File: config.mk
export PLATFORM = sky130hd
export DESIGN_NAME = rcwd_top
export DESIGN_NICKNAME = d
export VERILOG_FILES = /design/src/design/rcwd_pkg.sv /design/src/design/rcwd_top.sv /design/src/design/rcwd_wdog.sv
export SDC_FILE = /design/constraint.sdc
export NUM_CORES = 1
export LEC_CHECK = 0
export ABC_AREA = 1
export BUFFER_PORTS_ARGS = -buffer_cell sky130_fd_sc_hd__buf_2
export CORE_MARGIN = 2
export CORE_UTILIZATION = 47
export CTS_CLUSTER_DIAMETER = 200
export CTS_CLUSTER_SIZE = 30
export DETAILED_ROUTE_END_ITERATION = 6
export GPL_TIMING_DRIVEN = 1
export PLACE_DENSITY = 0.71
export SETUP_SLACK_MARGIN = 0.4
export SYNTH_ARGS = -nofsm -noshare
export SYNTH_HDL_FRONTEND = slang
export SYNTH_SLANG_ARGS = --single-unit
File: constraint.sdc
create_clock -name mclk_i -period 4.6 [get_ports mclk_i]
set_input_delay 0.46 -clock mclk_i [delete_from_list [all_inputs] [get_ports mclk_i]]
set_output_delay 0.46 -clock mclk_i [all_outputs]
set_load 0.005 [all_outputs]
File: src/design/rcwd_pkg.sv
// Shared constants for the reset-cause and watchdog block.
// Assumes a single 25 MHz system clock; no other files are needed.
package rcwd_pkg;

  // ------------------------------------------------------------
  // Clock and timing
  // ------------------------------------------------------------
  localparam int unsigned CLK_PERIOD_NS = 40;
  // power_on_delay, 10 us, least time so rounded up
  localparam int unsigned POR_DELAY_NS = 10_000;
  localparam int unsigned POR_CYC = (POR_DELAY_NS + CLK_PERIOD_NS - 1) / CLK_PERIOD_NS;
  // monitor_settle_delay, 100 us
  localparam int unsigned MON_DELAY_NS = 100_000;
  localparam int unsigned MON_CYC = (MON_DELAY_NS + CLK_PERIOD_NS - 1) / CLK_PERIOD_NS;
  // powerup_timer_delay choices, in ms
  localparam int unsigned POWERUP_TIMER_A_MS = 4;
  localparam int unsigned POWERUP_TIMER_B_MS = 16;
  localparam int unsigned POWERUP_TIMER_C_MS = 64;
  localparam int unsigned NS_PER_MS = 1_000_000;
  localparam int unsigned POWERUP_TIMER_A_CYC_DEF = POWERUP_TIMER_A_MS * NS_PER_MS / CLK_PERIOD_NS;
  localparam int unsigned POWERUP_TIMER_B_CYC_DEF = POWERUP_TIMER_B_MS * NS_PER_MS / CLK_PERIOD_NS;
  localparam int unsigned POWERUP_TIMER_C_CYC_DEF = POWERUP_TIMER_C_MS * NS_PER_MS / CLK_PERIOD_NS;
  localparam int unsigned HOLD_W = 21;
  localparam int unsigned SHORT_HOLD_CYC = 1;

  // powerup_timer selection codes
  localparam logic [1:0] POWERUP_TIMER_NONE = 2'h0;
  localparam logic [1:0] POWERUP_TIMER_A = 2'h1;
  localparam logic [1:0] POWERUP_TIMER_B = 2'h2;

  // ------------------------------------------------------------
  // Register port
  // ------------------------------------------------------------
  localparam int unsigned ADDR_W = 4;
  localparam int unsigned DATA_W = 16;
  localparam logic [ADDR_W-1:0] RCS_OFF = 4'h0;
  localparam logic [ADDR_W-1:0] WDC_OFF = 4'h1;

  // reset_control_status field positions
  localparam int unsigned TRAP_BIT = 15;
  localparam int unsigned IOP_BIT = 14;
  localparam int unsigned EXT_BIT = 7;
  localparam int unsigned SWR_BIT = 6;
  localparam int unsigned WATCHDOG_SOFT_ENABLE_BIT = 5;
  localparam int unsigned WATCHDOG_TIMEOUT_FLAG_BIT = 4;
  localparam int unsigned SLEEP_BIT = 3;
  localparam int unsigned IDLE_BIT = 2;
  localparam int unsigned BOR_BIT = 1;
  localparam int unsigned POR_BIT = 0;
  localparam logic [DATA_W-1:0] RCS_RST = 16'h0003;
  localparam logic [DATA_W-1:0] RCS_MASK = 16'hc0ff;

  // ------------------------------------------------------------
  // Program counter
  // ------------------------------------------------------------
  localparam int unsigned PC_W = 24;
  localparam logic [PC_W-1:0] RESET_VEC = 24'h000000;
  localparam logic [PC_W-1:0] CLKFAIL_VEC = 24'h000004;
  localparam logic [PC_W-1:0] PC_STEP = 24'h000002;

  // ------------------------------------------------------------
  // Watchdog and control state
  // ------------------------------------------------------------
  localparam int unsigned WDT_W_DEF = 16;

  typedef enum logic [1:0] {
    ST_HOLD = 2'b01,
    ST_RUN = 2'b10
  } rcwd_state_t;

endpackage : rcwd_pkg

File: src/design/rcwd_top.sv
// Reset-cause recorder, internal reset stretcher and watchdog controller.
// Assumes every event input is a one-cycle pulse synchronous to mclk_i, that
// sleep_i and idle_i are levels from the power-saving logic, and that the
// brown-out comparator and pin filter live outside.
`timescale 1ns/1ns
module rcwd_top import rcwd_pkg::*; #(
  parameter int unsigned POWERUP_TIMER_A_CYC = POWERUP_TIMER_A_CYC_DEF,
  parameter int unsigned POWERUP_TIMER_B_CYC = POWERUP_TIMER_B_CYC_DEF,
  parameter int unsigned POWERUP_TIMER_C_CYC = POWERUP_TIMER_C_CYC_DEF,
  parameter int unsigned WDT_W = WDT_W_DEF
) (
  // Clock and reset
  input logic mclk_i,
  input logic rst_i,
  // Register port
  input logic [ADDR_W-1:0] addr_i,
  input logic [DATA_W-1:0] wdata_i,
  input logic wr_i,
  input logic rd_i,
  output logic [DATA_W-1:0] rdata_o,
  // Reset and wake causes
  input logic por_evt_i,
  input logic bor_detect_i,
  input logic master_clear_pin_i,
  input logic reset_instr_i,
  input logic trap_conflict_i,
  input logic illegal_op_i,
  input logic clk_fail_i,
  input logic irq_wake_i,
  input logic [PC_W-1:0] irq_vector_i,
  // Processor state
  input logic [PC_W-1:0] cur_pc_i,
  input logic sleep_i,
  input logic idle_i,
  input logic watchdog_clear_instr_i,
  input logic rc_tick_i,
  // Configuration
  input logic watchdog_fuse_enable_i,
  input logic bor_enable_i,
  input logic [1:0] powerup_timer_sel_i,
  input logic xtal_osc_i,
  // Reset and restart
  output logic sys_rst_o,
  output logic restart_o,
  output logic [PC_W-1:0] restart_pc_o,
  output logic wake_o
);

  // ------------------------------------------------------------
  // Helpers
  // ------------------------------------------------------------
  // concurrent delay choice
  function automatic logic [HOLD_W-1:0] hold_cycles(input logic [1:0] sel,
                                                    input logic xtal);
    logic [HOLD_W-1:0] powerup_timer;
    powerup_timer = HOLD_W'(POWERUP_TIMER_C_CYC);
    if (sel == POWERUP_TIMER_A) begin
      powerup_timer = HOLD_W'(POWERUP_TIMER_A_CYC);
    end else if (sel == POWERUP_TIMER_B) begin
      powerup_timer = HOLD_W'(POWERUP_TIMER_B_CYC);
    end
    if (sel == POWERUP_TIMER_NONE) begin
      return xtal ? HOLD_W'(POR_CYC + MON_CYC) : HOLD_W'(POR_CYC);
    end
    return (powerup_timer > HOLD_W'(POR_CYC)) ? powerup_timer : HOLD_W'(POR_CYC);
  endfunction : hold_cycles

  function automatic logic [PC_W-1:0] pc_next(input logic [PC_W-1:0] pc);
    return pc + PC_STEP;
  endfunction : pc_next

  // ------------------------------------------------------------
  // Declarations
  // ------------------------------------------------------------
  rcwd_state_t state_q;
  rcwd_state_t state_d;
  logic [DATA_W-1:0] rcs_q;
  logic [DATA_W-1:0] rcs_d;
  logic [DATA_W-1:0] rcs_base;
  logic [HOLD_W-1:0] hold_cnt_q;
  logic [HOLD_W-1:0] hold_tgt_q;
  logic [HOLD_W-1:0] tgt_d;
  logic [PC_W-1:0] pc_q;
  logic [PC_W-1:0] pc_d;
  logic restart_q;
  logic wake_q;
  logic [DATA_W-1:0] rdata_q;
  logic evt_hold;
  logic evt_go;
  logic evt_wake;
  logic bor_hit;
  logic running;
  logic hold_done;
  logic wdt_en;
  logic wdt_ovf;
  logic [WDT_W-1:0] wdt_count;

  assign running = (state_q == ST_RUN);
  assign hold_done = (hold_cnt_q >= hold_tgt_q);
  assign bor_hit = bor_enable_i && bor_detect_i;

  // ------------------------------------------------------------
  // Watchdog
  // ------------------------------------------------------------
  // fuse forces enable
  assign wdt_en = running && (watchdog_fuse_enable_i || rcs_q[WATCHDOG_SOFT_ENABLE_BIT]);

  rcwd_wdog #(
    .WIDTH(WDT_W)
  ) u_wdog (
    .mclk_i(mclk_i),
    .rst_i(rst_i),
    .en_i(wdt_en),
    .tick_i(rc_tick_i),
    .clear_i(watchdog_clear_instr_i || !running),
    .overflow_o(wdt_ovf),
    .count_o(wdt_count)
  );

  // ------------------------------------------------------------
  // Cause decoding
  // ------------------------------------------------------------
  // software write first
  assign rcs_base = (wr_i && addr_i == RCS_OFF) ? (wdata_i & RCS_MASK) : rcs_q;

  // Events are applied on top of a same-cycle write, so a cause is never lost to a write.
  always_comb begin
    rcs_d = rcs_base;
    pc_d = pc_q;
    tgt_d = HOLD_W'(SHORT_HOLD_CYC);
    evt_hold = 1'b0;
    evt_go = 1'b0;
    evt_wake = 1'b0;
    if (por_evt_i) begin
      rcs_d = RCS_RST;
      pc_d = RESET_VEC;
      tgt_d = hold_cycles(powerup_timer_sel_i, xtal_osc_i);
      evt_hold = 1'b1;
    end else if (bor_hit) begin
      rcs_d[BOR_BIT] = 1'b1;
      rcs_d[POR_BIT] = 1'b0;
      pc_d = RESET_VEC;
      tgt_d = hold_cycles(powerup_timer_sel_i, xtal_osc_i);
      evt_hold = 1'b1;
    end else if (running) begin
      if (master_clear_pin_i) begin
        rcs_d[EXT_BIT] = 1'b1;
        rcs_d[WATCHDOG_TIMEOUT_FLAG_BIT] = 1'b0;
        if (sleep_i) begin
          rcs_d[SLEEP_BIT] = 1'b1;
          rcs_d[IDLE_BIT] = 1'b0;
        end else if (idle_i) begin
          rcs_d[IDLE_BIT] = 1'b1;
          rcs_d[SLEEP_BIT] = 1'b0;
        end else begin
          rcs_d[SWR_BIT] = 1'b0;
          rcs_d[IDLE_BIT] = 1'b0;
          rcs_d[SLEEP_BIT] = 1'b0;
        end
        pc_d = RESET_VEC;
        evt_hold = 1'b1;
      end else if (wdt_ovf && sleep_i) begin
        rcs_d[WATCHDOG_TIMEOUT_FLAG_BIT] = 1'b1;
        rcs_d[SLEEP_BIT] = 1'b1;
        pc_d = pc_next(cur_pc_i);
        evt_go = 1'b1;
        evt_wake = 1'b1;
      end else if (wdt_ovf && idle_i) begin
        rcs_d[WATCHDOG_TIMEOUT_FLAG_BIT] = 1'b1;
        rcs_d[IDLE_BIT] = 1'b1;
        pc_d = pc_next(cur_pc_i);
        evt_go = 1'b1;
        evt_wake = 1'b1;
      end else if (wdt_ovf) begin
        rcs_d[WATCHDOG_TIMEOUT_FLAG_BIT] = 1'b1;
        rcs_d[EXT_BIT] = 1'b0;
        rcs_d[SWR_BIT] = 1'b0;
        rcs_d[IDLE_BIT] = 1'b0;
        rcs_d[SLEEP_BIT] = 1'b0;
        pc_d = RESET_VEC;
        evt_hold = 1'b1;
      end else if (trap_conflict_i) begin
        rcs_d[TRAP_BIT] = 1'b1;
        pc_d = RESET_VEC;
        evt_hold = 1'b1;
      end else if (illegal_op_i) begin
        rcs_d[IOP_BIT] = 1'b1;
        pc_d = RESET_VEC;
        evt_hold = 1'b1;
      end else if (reset_instr_i) begin
        rcs_d[SWR_BIT] = 1'b1;
        rcs_d[EXT_BIT] = 1'b0;
        rcs_d[WATCHDOG_TIMEOUT_FLAG_BIT] = 1'b0;
        rcs_d[IDLE_BIT] = 1'b0;
        rcs_d[SLEEP_BIT] = 1'b0;
        pc_d = RESET_VEC;
        evt_hold = 1'b1;
      end else if (clk_fail_i) begin
        pc_d = CLKFAIL_VEC;
        evt_go = 1'b1;
      end else if (irq_wake_i && (sleep_i || idle_i)) begin
        if (sleep_i) begin
          rcs_d[SLEEP_BIT] = 1'b1;
        end else begin
          rcs_d[IDLE_BIT] = 1'b1;
        end
        pc_d = irq_vector_i;
        evt_go = 1'b1;
        evt_wake = 1'b1;
      end
    end
  end

  // ------------------------------------------------------------
  // Reset state machine
  // ------------------------------------------------------------
  always_comb begin
    state_d = state_q;
    case (state_q)
      ST_HOLD: begin
        if (!evt_hold && hold_done) begin
          state_d = ST_RUN;
        end
      end
      ST_RUN: begin
        if (evt_hold) begin
          state_d = ST_HOLD;
        end
      end
      default: begin
        state_d = ST_HOLD;
      end
    endcase
  end

  always_ff @(posedge mclk_i) begin
    if (rst_i) begin
      state_q <= ST_HOLD;
    end else begin
      state_q <= state_d;
    end
  end

  always_ff @(posedge mclk_i) begin
    if (rst_i) begin
      hold_cnt_q <= '0;
      hold_tgt_q <= hold_cycles(powerup_timer_sel_i, xtal_osc_i);
    end else if (evt_hold) begin
      hold_cnt_q <= '0;
      hold_tgt_q <= tgt_d;
    end else if (!running && !hold_done) begin
      hold_cnt_q <= hold_cnt_q + 1'b1;
    end
  end

  // ------------------------------------------------------------
  // Status register and restart
  // ------------------------------------------------------------
  // named flag positions
  always_ff @(posedge mclk_i) begin
    if (rst_i) begin
      rcs_q <= RCS_RST;
    end else begin
      rcs_q <= rcs_d;
    end
  end

  always_ff @(posedge mclk_i) begin
    if (rst_i) begin
      pc_q <= RESET_VEC;
    end else begin
      pc_q <= pc_d;
    end
  end

  // Restart pulses when a hold ends or when a wake or trap redirects the core.
  always_ff @(posedge mclk_i) begin
    if (rst_i) begin
      restart_q <= 1'b0;
      wake_q <= 1'b0;
    end else begin
      restart_q <= evt_go || (state_q == ST_HOLD && state_d == ST_RUN);
      wake_q <= evt_wake;
    end
  end

  assign sys_rst_o = (state_q == ST_HOLD);
  assign restart_o = restart_q;
  assign restart_pc_o = pc_q;
  assign wake_o = wake_q;

  // ------------------------------------------------------------
  // Register read
  // ------------------------------------------------------------
  // Read data lasts one cycle; unmapped offsets read zero.
  always_ff @(posedge mclk_i) begin
    if (rst_i) begin
      rdata_q <= '0;
    end else if (rd_i && addr_i == RCS_OFF) begin
      rdata_q <= rcs_q;
    end else if (rd_i && addr_i == WDC_OFF) begin
      rdata_q <= DATA_W'(wdt_count);
    end else begin
      rdata_q <= '0;
    end
  end

  assign rdata_o = rdata_q;

  // ------------------------------------------------------------
  // Checks
  // ------------------------------------------------------------
  chk_por_flags: assert property (
    @(posedge mclk_i) disable iff (rst_i)
    por_evt_i |=> rcs_q == RCS_RST && pc_q == RESET_VEC && sys_rst_o)
    else $error("power-on did not load reset values");

  chk_bor_flags: assert property (
    @(posedge mclk_i) disable iff (rst_i)
    (!por_evt_i && bor_hit) |=> rcs_q[BOR_BIT] && !rcs_q[POR_BIT] && sys_rst_o
    && rcs_q[TRAP_BIT] == $past(rcs_base[TRAP_BIT]))
    else $error("brown-out flags wrong");

  chk_hold_stretch: assert property (
    @(posedge mclk_i) disable iff (rst_i)
    (!running && !hold_done) |=> sys_rst_o)
    else $error("reset released before delays elapsed");

  chk_monitor_delay: assert property (
    @(posedge mclk_i) disable iff (rst_i)
    (por_evt_i && powerup_timer_sel_i == POWERUP_TIMER_NONE && xtal_osc_i)
    |=> hold_tgt_q == HOLD_W'(POR_CYC + MON_CYC))
    else $error("crystal monitor delay not applied");

  chk_pin_reset: assert property (
    @(posedge mclk_i) disable iff (rst_i)
    (running && !por_evt_i && !bor_hit && master_clear_pin_i && !sleep_i && !idle_i)
    |=> rcs_q[EXT_BIT] && !rcs_q[SWR_BIT] && !rcs_q[WATCHDOG_TIMEOUT_FLAG_BIT] ##1 sys_rst_o)
    else $error("pin reset flags wrong");

  chk_wdt_reset: assert property (
    @(posedge mclk_i) disable iff (rst_i)
    (running && !por_evt_i && !bor_hit && !master_clear_pin_i && wdt_ovf
    && !sleep_i && !idle_i) |=> rcs_q[WATCHDOG_TIMEOUT_FLAG_BIT] && !rcs_q[EXT_BIT] && sys_rst_o)
    else $error("watchdog reset flags wrong");

  chk_wdt_wake: assert property (
    @(posedge mclk_i) disable iff (rst_i)
    (running && !por_evt_i && !bor_hit && !master_clear_pin_i && wdt_ovf && sleep_i)
    |=> restart_o && wake_o && restart_pc_o == pc_next($past(cur_pc_i))
    && rcs_q[WATCHDOG_TIMEOUT_FLAG_BIT] && rcs_q[SLEEP_BIT] && !sys_rst_o)
    else $error("watchdog wake from sleep wrong");

  chk_clk_fail: assert property (
    @(posedge mclk_i) disable iff (rst_i)
    (running && clk_fail_i && !wr_i && !por_evt_i && !bor_hit && !master_clear_pin_i
    && !wdt_ovf && !trap_conflict_i && !illegal_op_i && !reset_instr_i)
    |=> restart_pc_o == CLKFAIL_VEC && $stable(rcs_q) && restart_o)
    else $error("clock fail trap wrong");

  chk_brownout_any: assert property (
    @(posedge mclk_i) disable iff (rst_i)
    bor_hit |=> sys_rst_o [*2])
    else $error("brown-out did not hold reset");

endmodule : rcwd_top

File: src/design/rcwd_wdog.sv
// Free-running watchdog counter advanced by watchdog oscillator ticks.
// Assumes tick_i is a one-cycle pulse per oscillator period, synchronous to mclk_i.
`timescale 1ns/1ns
module rcwd_wdog import rcwd_pkg::*; #(
  parameter int unsigned WIDTH = WDT_W_DEF
) (
  // Clock and reset
  input logic mclk_i,
  input logic rst_i,
  // Control
  input logic en_i,
  input logic tick_i,
  input logic clear_i,
  // Status
  output logic overflow_o,
  output logic [WIDTH-1:0] count_o
);

  logic [WIDTH-1:0] cnt_q;
  logic ovf_q;

  always_ff @(posedge mclk_i) begin
    if (rst_i || clear_i) begin
      cnt_q <= '0;
    end else if (en_i && tick_i) begin
      cnt_q <= cnt_q + 1'b1;
    end
  end

  always_ff @(posedge mclk_i) begin
    if (rst_i || clear_i) begin
      ovf_q <= 1'b0;
    end else begin
      ovf_q <= en_i && tick_i && (&cnt_q);
    end
  end

  assign overflow_o = ovf_q;
  assign count_o = cnt_q;

  chk_clear_zeroes: assert property (
    @(posedge mclk_i) disable iff (rst_i) clear_i |=> (cnt_q == '0) && !ovf_q)
    else $error("watchdog count not zero after clear");

  chk_disabled_holds: assert property (
    @(posedge mclk_i) disable iff (rst_i) (!en_i && !clear_i) |=> $stable(cnt_q) && !ovf_q)
    else $error("watchdog moved while disabled");

endmodule : rcwd_wdog

==> flow_metrics.py, run 1 <==
metrics = {
    "status": {
        "status": "finished clean",
    },
    "logic_synthesis": {
        "synth_cell_types": 44,
        "yosys.area.top_type": "dfxtp_1",
        "synthTopCellsByCount": "230 x nand2_1, 108 x inv_1, 92 x dfxtp_1",
        "synth_top_area_share_pct": 31.1,
        "yosysSeqAreaShare_pct": 36.6,
        "netlist_instances": 869,
        "yosys_most_used_dff": "dfxtp_1",
        "yosys-top-cells-area": "dfxtp_1 31%, nand2_1 15%, inv_1 6.8%",
        "ys_async_sr_fraction_pct": 0,
        "syn_area_per_cell_sq_um": 6.82,
        "synth_edf_count": 11,
        "synth_nets": 983,
        "yosys_warnings": 0,
        "synth_area_sq_um": 5930,
        "yosysMostFrequentCell": "nand2_1",
        "ys_ff_latch": 103,
    },
    "run": {
        "maxCapViolCount": 0,
    },
    "pwr": {
        "intPower_mw": 1.41,
        "p_seq_share_pct": 49.3,
        "irDropWorstVdd_uv": 165,
        "switchingPower_mw": 0.463,
        "clockPowerShare_pct": 42.5,
        "swShare_pct": 24.7,
        "p_leak_nw": 3.08,
        "p_per_area_nw_per_um2": 268,
        "comb_power_share_pct": 8.3,
    },
    "global_route": {
        "antenna_found_initial": 1,
        "grt_usage_pct": 23.9,
        "grt_first_pass_wirelength_mm": 25.6,
        "grt_pass1_vias": 5314,
        "grt_start_max_net_pins": 30,
        "gr-total-overflow": 0,
    },
    "cells_and_area": {
        "multi_input_area_sq_um": 3240,
        "syn_to_final_growth_pct": 17.9,
        "diodes": 0,
        "n_fill_cell": 1267,
        "final_nets": 1100,
        "final-seq-area_sq_um": 2170,
        "drive_gt1_share_pct": 16.5,
    },
    "clock_network": {
        "cts_setup_buffers": 0,
        "htreeDepth": 3,
        "insertion_delay_ns": 0.35,
        "ctsLongestPathBuffers": 2,
        "cts_tree": "built",
        "numCtsBuffers": 9,
        "cts_resized": 0,
        "cts.clk_slew.worst_paths_ns": 0.07,
        "cts_root_buf": "clkbuf_16",
        "cts.sinks": 103,
        "cts_hold_buffers": 0,
    },
    "routing": {
        "drtAntennaViolNets": 0,
        "vias": 5970,
        "drtIter0Drc": 349,
        "dr.pass1.iters": 4,
        "routedWlPerCell_um": 13.4,
        "viasPerCell": 5.13,
        "postRouteWirelength_mm": 15.6,
        "remaining_drc_errors": 0,
    },
    "place": {
        "gp_congestion": 0.950,
        "place_hpwl_mm": 12.1,
        "io_buffers": 125,
        "pre_cts_slack_ns": 1.60,
    },
    "setup_path": {
        "cp.required_ns": 4.44,
        "worstSetupEndpointType": "register",
        "path_class": "reg2reg",
        "crit_arrival_ns": 2.75,
        "worstSetupStartpointType": "register",
        "crit_path_max_fanout": 29,
        "r2r_cells": 5,
    },
    "sta": {
        "setup_ws_ns": 1.70,
        "final.setup_skew_ns": 0.00839,
        "holdWs_ns": 0.348,
        "finalSetupViolations": 0,
        "tightest_slew_ns": 1.12,
        "slew_headroom_pct": 25.4,
        "rsz0062_at_grt": "no",
        "final_hold_viol_count": 0,
        "tns_ns": 0,
        "period_minus_slack_ns": 2.90,
        "max_freq_ghz": 0.344,
        "fin_crit_sh_pct": 63.1,
        "timing.final.max_slew_violations": 0,
    },
    "min_path": {
        "min_path_cells": 3,
        "holdCritPathClass": "in2reg",
    },
    "die": {
        "die_x_um": 116,
        "rows": 41,
        "initial_utilization_pct": 47.6,
        "design.die.area_sq_um": 13500,
        "io_pins": 132,
        "die_h_um": 116,
        "coreArea_sq_um": 12500,
    },
}
-- state kept, by name (all words and copies together), names as in the netlist --
register,cells
rdata_o,16
wake_o,1
restart_o,1
u_wdog.count_o,16
restart_pc_o,24
hold_tgt_q,11
hold_cnt_q,21
state_q,2
rcs_q,10
u_wdog.overflow_o,1
-- cells in the final DEF (no fill, tap or decap), drive strengths merged, types with 2 or more instances in the layout --
cell / n
nand3: 66
o211ai: 3
clkbuf: 10
inv: 114
xnor2: 5
o221ai: 3
o21a: 3
dfxtp: 92
nor3: 16
nand2: 232
o22ai: 11
o21bai: 4
buf: 127
nand3b: 4
o21ai: 29
or2: 2
a31oi: 8
clkinv: 2
ha: 25
nor2: 98
a21oi: 72
xor2: 12
a211oi: 2
edfxtp: 11
nand4: 27
a21o: 2
o31ai: 2
-- layout make-up --
type | instances | area share, %
Tap cell | 172 | 3.08
Sequential cell | 103 | 31.1
Timing Repair Buffer | 127 | 9.16
Multi-Input combinational cell | 633 | 46.3
Clock inverter | 6 | 1.07
Inverter | 112 | 6.01
Clock buffer | 10 | 3.27
-- stage by stage --
stage               util [%]  power, mW  area, sq um  std cells
floorplan                  -       1.03         5930        869
global placement        53.7       1.10         6690       1147
detailed placement      53.7       1.10         6690       1147
CTS                     56.1       1.88         6990       1163
global route            56.1       1.95         6990       1163
finish                  56.1       1.87         6990       1163
-- critical path: stages, from the launching register on --
cell,delay (ns)
dfxtp_1,0.43
inv_1,0.11
nor2_2,0.74
nand2_1,0.16
nand2_1,0.25
nand2_1,0.68
-- power groups by stage --
stage | clock (mW) | sequential [mW] | combinational (mW)
2_1_floorplan | 0 | 0.943 | 0.0853
3_3_place_gp | 0 | 0.943 | 0.153
3_5_place_dp | 0 | 0.944 | 0.155
4_1_cts | 0.804 | 0.923 | 0.155
5_1_grt | 0.844 | 0.924 | 0.179
6_report | 0.795 | 0.922 | 0.155
-- cells by family after synthesis --
group           share of synthesized area (%)
simple gates                             33.0
fa+ha+maj                                5.28
flops                                    36.6
xor+xnor                                 2.51
buf+inv                                  8.71
compound gates                           13.8
-- final timing paths --
kind,start,to,slack [ns]
setup / recovery,u_wdog.overflow_o,hold_tgt_q[19],1.70
hold / removal,wdata_i[1],rcs_q[1],0.35
setup reg to reg,u_wdog.overflow_o,hold_tgt_q[19],1.70
hold reg to reg,restart_pc_o[9],restart_pc_o[9],0.46
-- routing by layer --
| metal | vias up | wire length (um) | track usage [%] |
|---|---|---|---|
| met5 | - | 13 | 0 |
| met4 | 2 | 223 | 6.51 |
| met3 | 23 | 879 | 5.86 |
| met2 | 132 | 7190 | 39.4 |
| met1 | 2709 | 7270 | 31.4 |
| li1 | 3104 | - | - |
Note: power is estimated with default switching activity, not from simulation.
==> inputs of run 2 (changes only) <==
- clock period: 4.6 -> 2.9 ns (I/O delays scaled with it)
==> run 2 against run 1 <==
Sequential power rose by 58%. Clock skew rose by 0.0055 ns. Hold slack got worse by 0.18 ns. Largest cell class unchanged.
==> flow_metrics.py, run 2 (synthesized netlist as in run 1, its figures left out) <==
metrics = {
    "status": {
        "status": "finished clean",
    },
    "pwr": {
        "finalPower_mw": 2.89,
        "swShare_pct": 25.8,
        "p_leak_nw": 3.10,
        "switchingPower_mw": 0.747,
        "intPower_mw": 2.15,
        "clockPowerShare_pct": 40.8,
        "comb_power_share_pct": 8.7,
        "p_per_area_nw_per_um2": 412,
        "p_seq_share_pct": 50.6,
        "irDropWorstVdd_uv": 251,
    },
    "global_route": {
        "grt_start_max_net_pins": 30,
        "grt_pass1_vias": 5670,
        "antenna_found_initial": 0,
        "gr-total-overflow": 0,
        "grt_usage_pct": 24.6,
        "grt_first_pass_wirelength_mm": 26.6,
    },
    "sta": {
        "slew_headroom_pct": 46.4,
        "final_hold_viol_count": 0,
        "finalSetupViolations": 0,
        "fin_crit_sh_pct": 75.6,
        "tns_ns": 0,
        "setup_ws_ns": 0.708,
        "tightest_slew_ns": 0.802,
        "timing.final.max_slew_violations": 0,
        "rsz0062_at_grt": "no",
        "final.setup_skew_ns": 0.0139,
        "max_freq_ghz": 0.456,
        "period_minus_slack_ns": 2.19,
    },
    "cells_and_area": {
        "final_cell_mix": "230 x nand2_1, 125 x buf_2, 108 x inv_1",
        "mostFrequentLayoutCell": "nand2_1",
        "syn_to_final_growth_pct": 18.5,
        "diodes": 0,
        "drive_gt1_share_pct": 17.2,
        "final_nets": 1107,
        "largest_reg_flops": 24,
    },
    "setup_path": {
        "crit_path_max_fanout": 18,
        "worstSetupStartpointType": "register",
        "cp.required_ns": 3.13,
        "r2r_cells": 13,
        "crit_path_start": "hold_cnt_q[15]",
        "path_class": "reg2reg",
        "worstSetupEndpointType": "register",
        "crit_arrival_ns": 2.42,
        "worstReg2RegStart": "hold_cnt_q[15]",
    },
    "routing": {
        "remaining_drc_errors": 0,
        "vias": 6017,
        "postRouteWirelength_mm": 16.1,
        "dr.pass1.iters": 5,
        "viasPerCell": 5.15,
        "drtAntennaViolNets": 0,
        "wl_met1_mm": 7.23,
        "routed.top_layer": "met4",
        "drtIter0Drc": 457,
        "routedWlPerCell_um": 13.8,
        "wl_met3_mm": 1.06,
        "wl_met2_mm": 7.58,
    },
    "min_path": {
        "min_path_cells": 3,
        "hold_path.startpoint": "wdata_i[1]",
        "holdCritPathClass": "in2reg",
    },
    "place": {
        "gp_congestion": 0.978,
        "io_buffers": 125,
        "place_hpwl_mm": 12.2,
        "pre_cts_slack_ns": 0.723,
    },
    "clock_network": {
        "cts_root_buf": "clkbuf_16",
        "insertion_delay_ns": 0.36,
        "cts_hold_buffers": 0,
        "numCtsBuffers": 9,
        "cts_resized": 0,
        "ctsLongestPathBuffers": 2,
        "cts_setup_buffers": 0,
        "cts.clk_slew.worst_paths_ns": 0.07,
        "htreeDepth": 3,
        "cts.sinks": 103,
        "cts_tree": "built",
    },
    "die": {
        "io_pins": 132,
        "coreArea_sq_um": 12500,
        "initial_utilization_pct": 47.6,
        "die_x_um": 116,
        "die_h_um": 116,
        "design.die.area_sq_um": 13500,
        "rows": 41,
    },
    "run": {
        "maxCapViolCount": 0,
    },
}
-- run 2: changes by cell type in the layout (fill, tap and decap cells not counted) --
cell,change
buf_4,+7
bufinv_16,-1
clkbuf_1,-1
clkinv_2,+1
clkinv_8,+1
inv_6,-1
-- run 2: final timing paths --
kind	to	slack, ns
min reg2reg	restart_pc_o[9]	0.46
min	rcs_q[1]	0.16
max	hold_cnt_q[1]	0.71
max reg2reg	hold_cnt_q[1]	0.71
-- run 2: layout make-up --
cell class | count | area, sq um
Clock buffer | 9 | 225
Fill cell | 1290 | 5440
Clock inverter | 6 | 57.6
Inverter | 112 | 420
Tap cell | 172 | 215
Multi-Input combinational cell | 633 | 3240
Timing Repair Buffer | 134 | 693
Sequential cell | 103 | 2170
-- run 2: power groups by stage --
stage / registers, mW / logic (mW) / clock network, mW
after floorplan: 1.50 / 0.135 / 0
after global placement: 1.50 / 0.246 / 0
after detailed placement: 1.50 / 0.249 / 0
after CTS: 1.46 / 0.250 / 1.20
after global routing: 1.47 / 0.288 / 1.25
final: 1.46 / 0.251 / 1.18
-- run 2: critical path: stages, from the launching register on --
cell and delay, ns:
dfxtp_1 0.48, ha_1 0.28, nand2_1 0.06, inv_1 0.06
nand2_1 0.06, nand2_1 0.04, nand2_1 0.05, nand2_1 0.05
nor2_1 0.12, nand3_1 0.15, inv_2 0.22, nand2_2 0.29
nand2_1 0.14, a21oi_1 0.07
-- run 2: per-layer routing --
layer  up-vias  global-route usage (%)
met5         -                       0
met3        27                    7.21
met1      2716                    30.4
li1       3113                       -
met4         0                    7.06
met2       161                    41.9
-- run 2: per-stage QoR --
stage          utilization (%)  std cells  hold WS, ns  area, sq um
2_1_floorplan                -        869        0.362         5930
3_3_place_gp              54.1       1154        0.452         6740
3_5_place_dp              54.1       1154        0.456         6740
4_1_cts                   56.3       1169        0.154         7020
5_1_grt                   56.3       1169        0.181         7020
6_report                  56.3       1169        0.164         7020
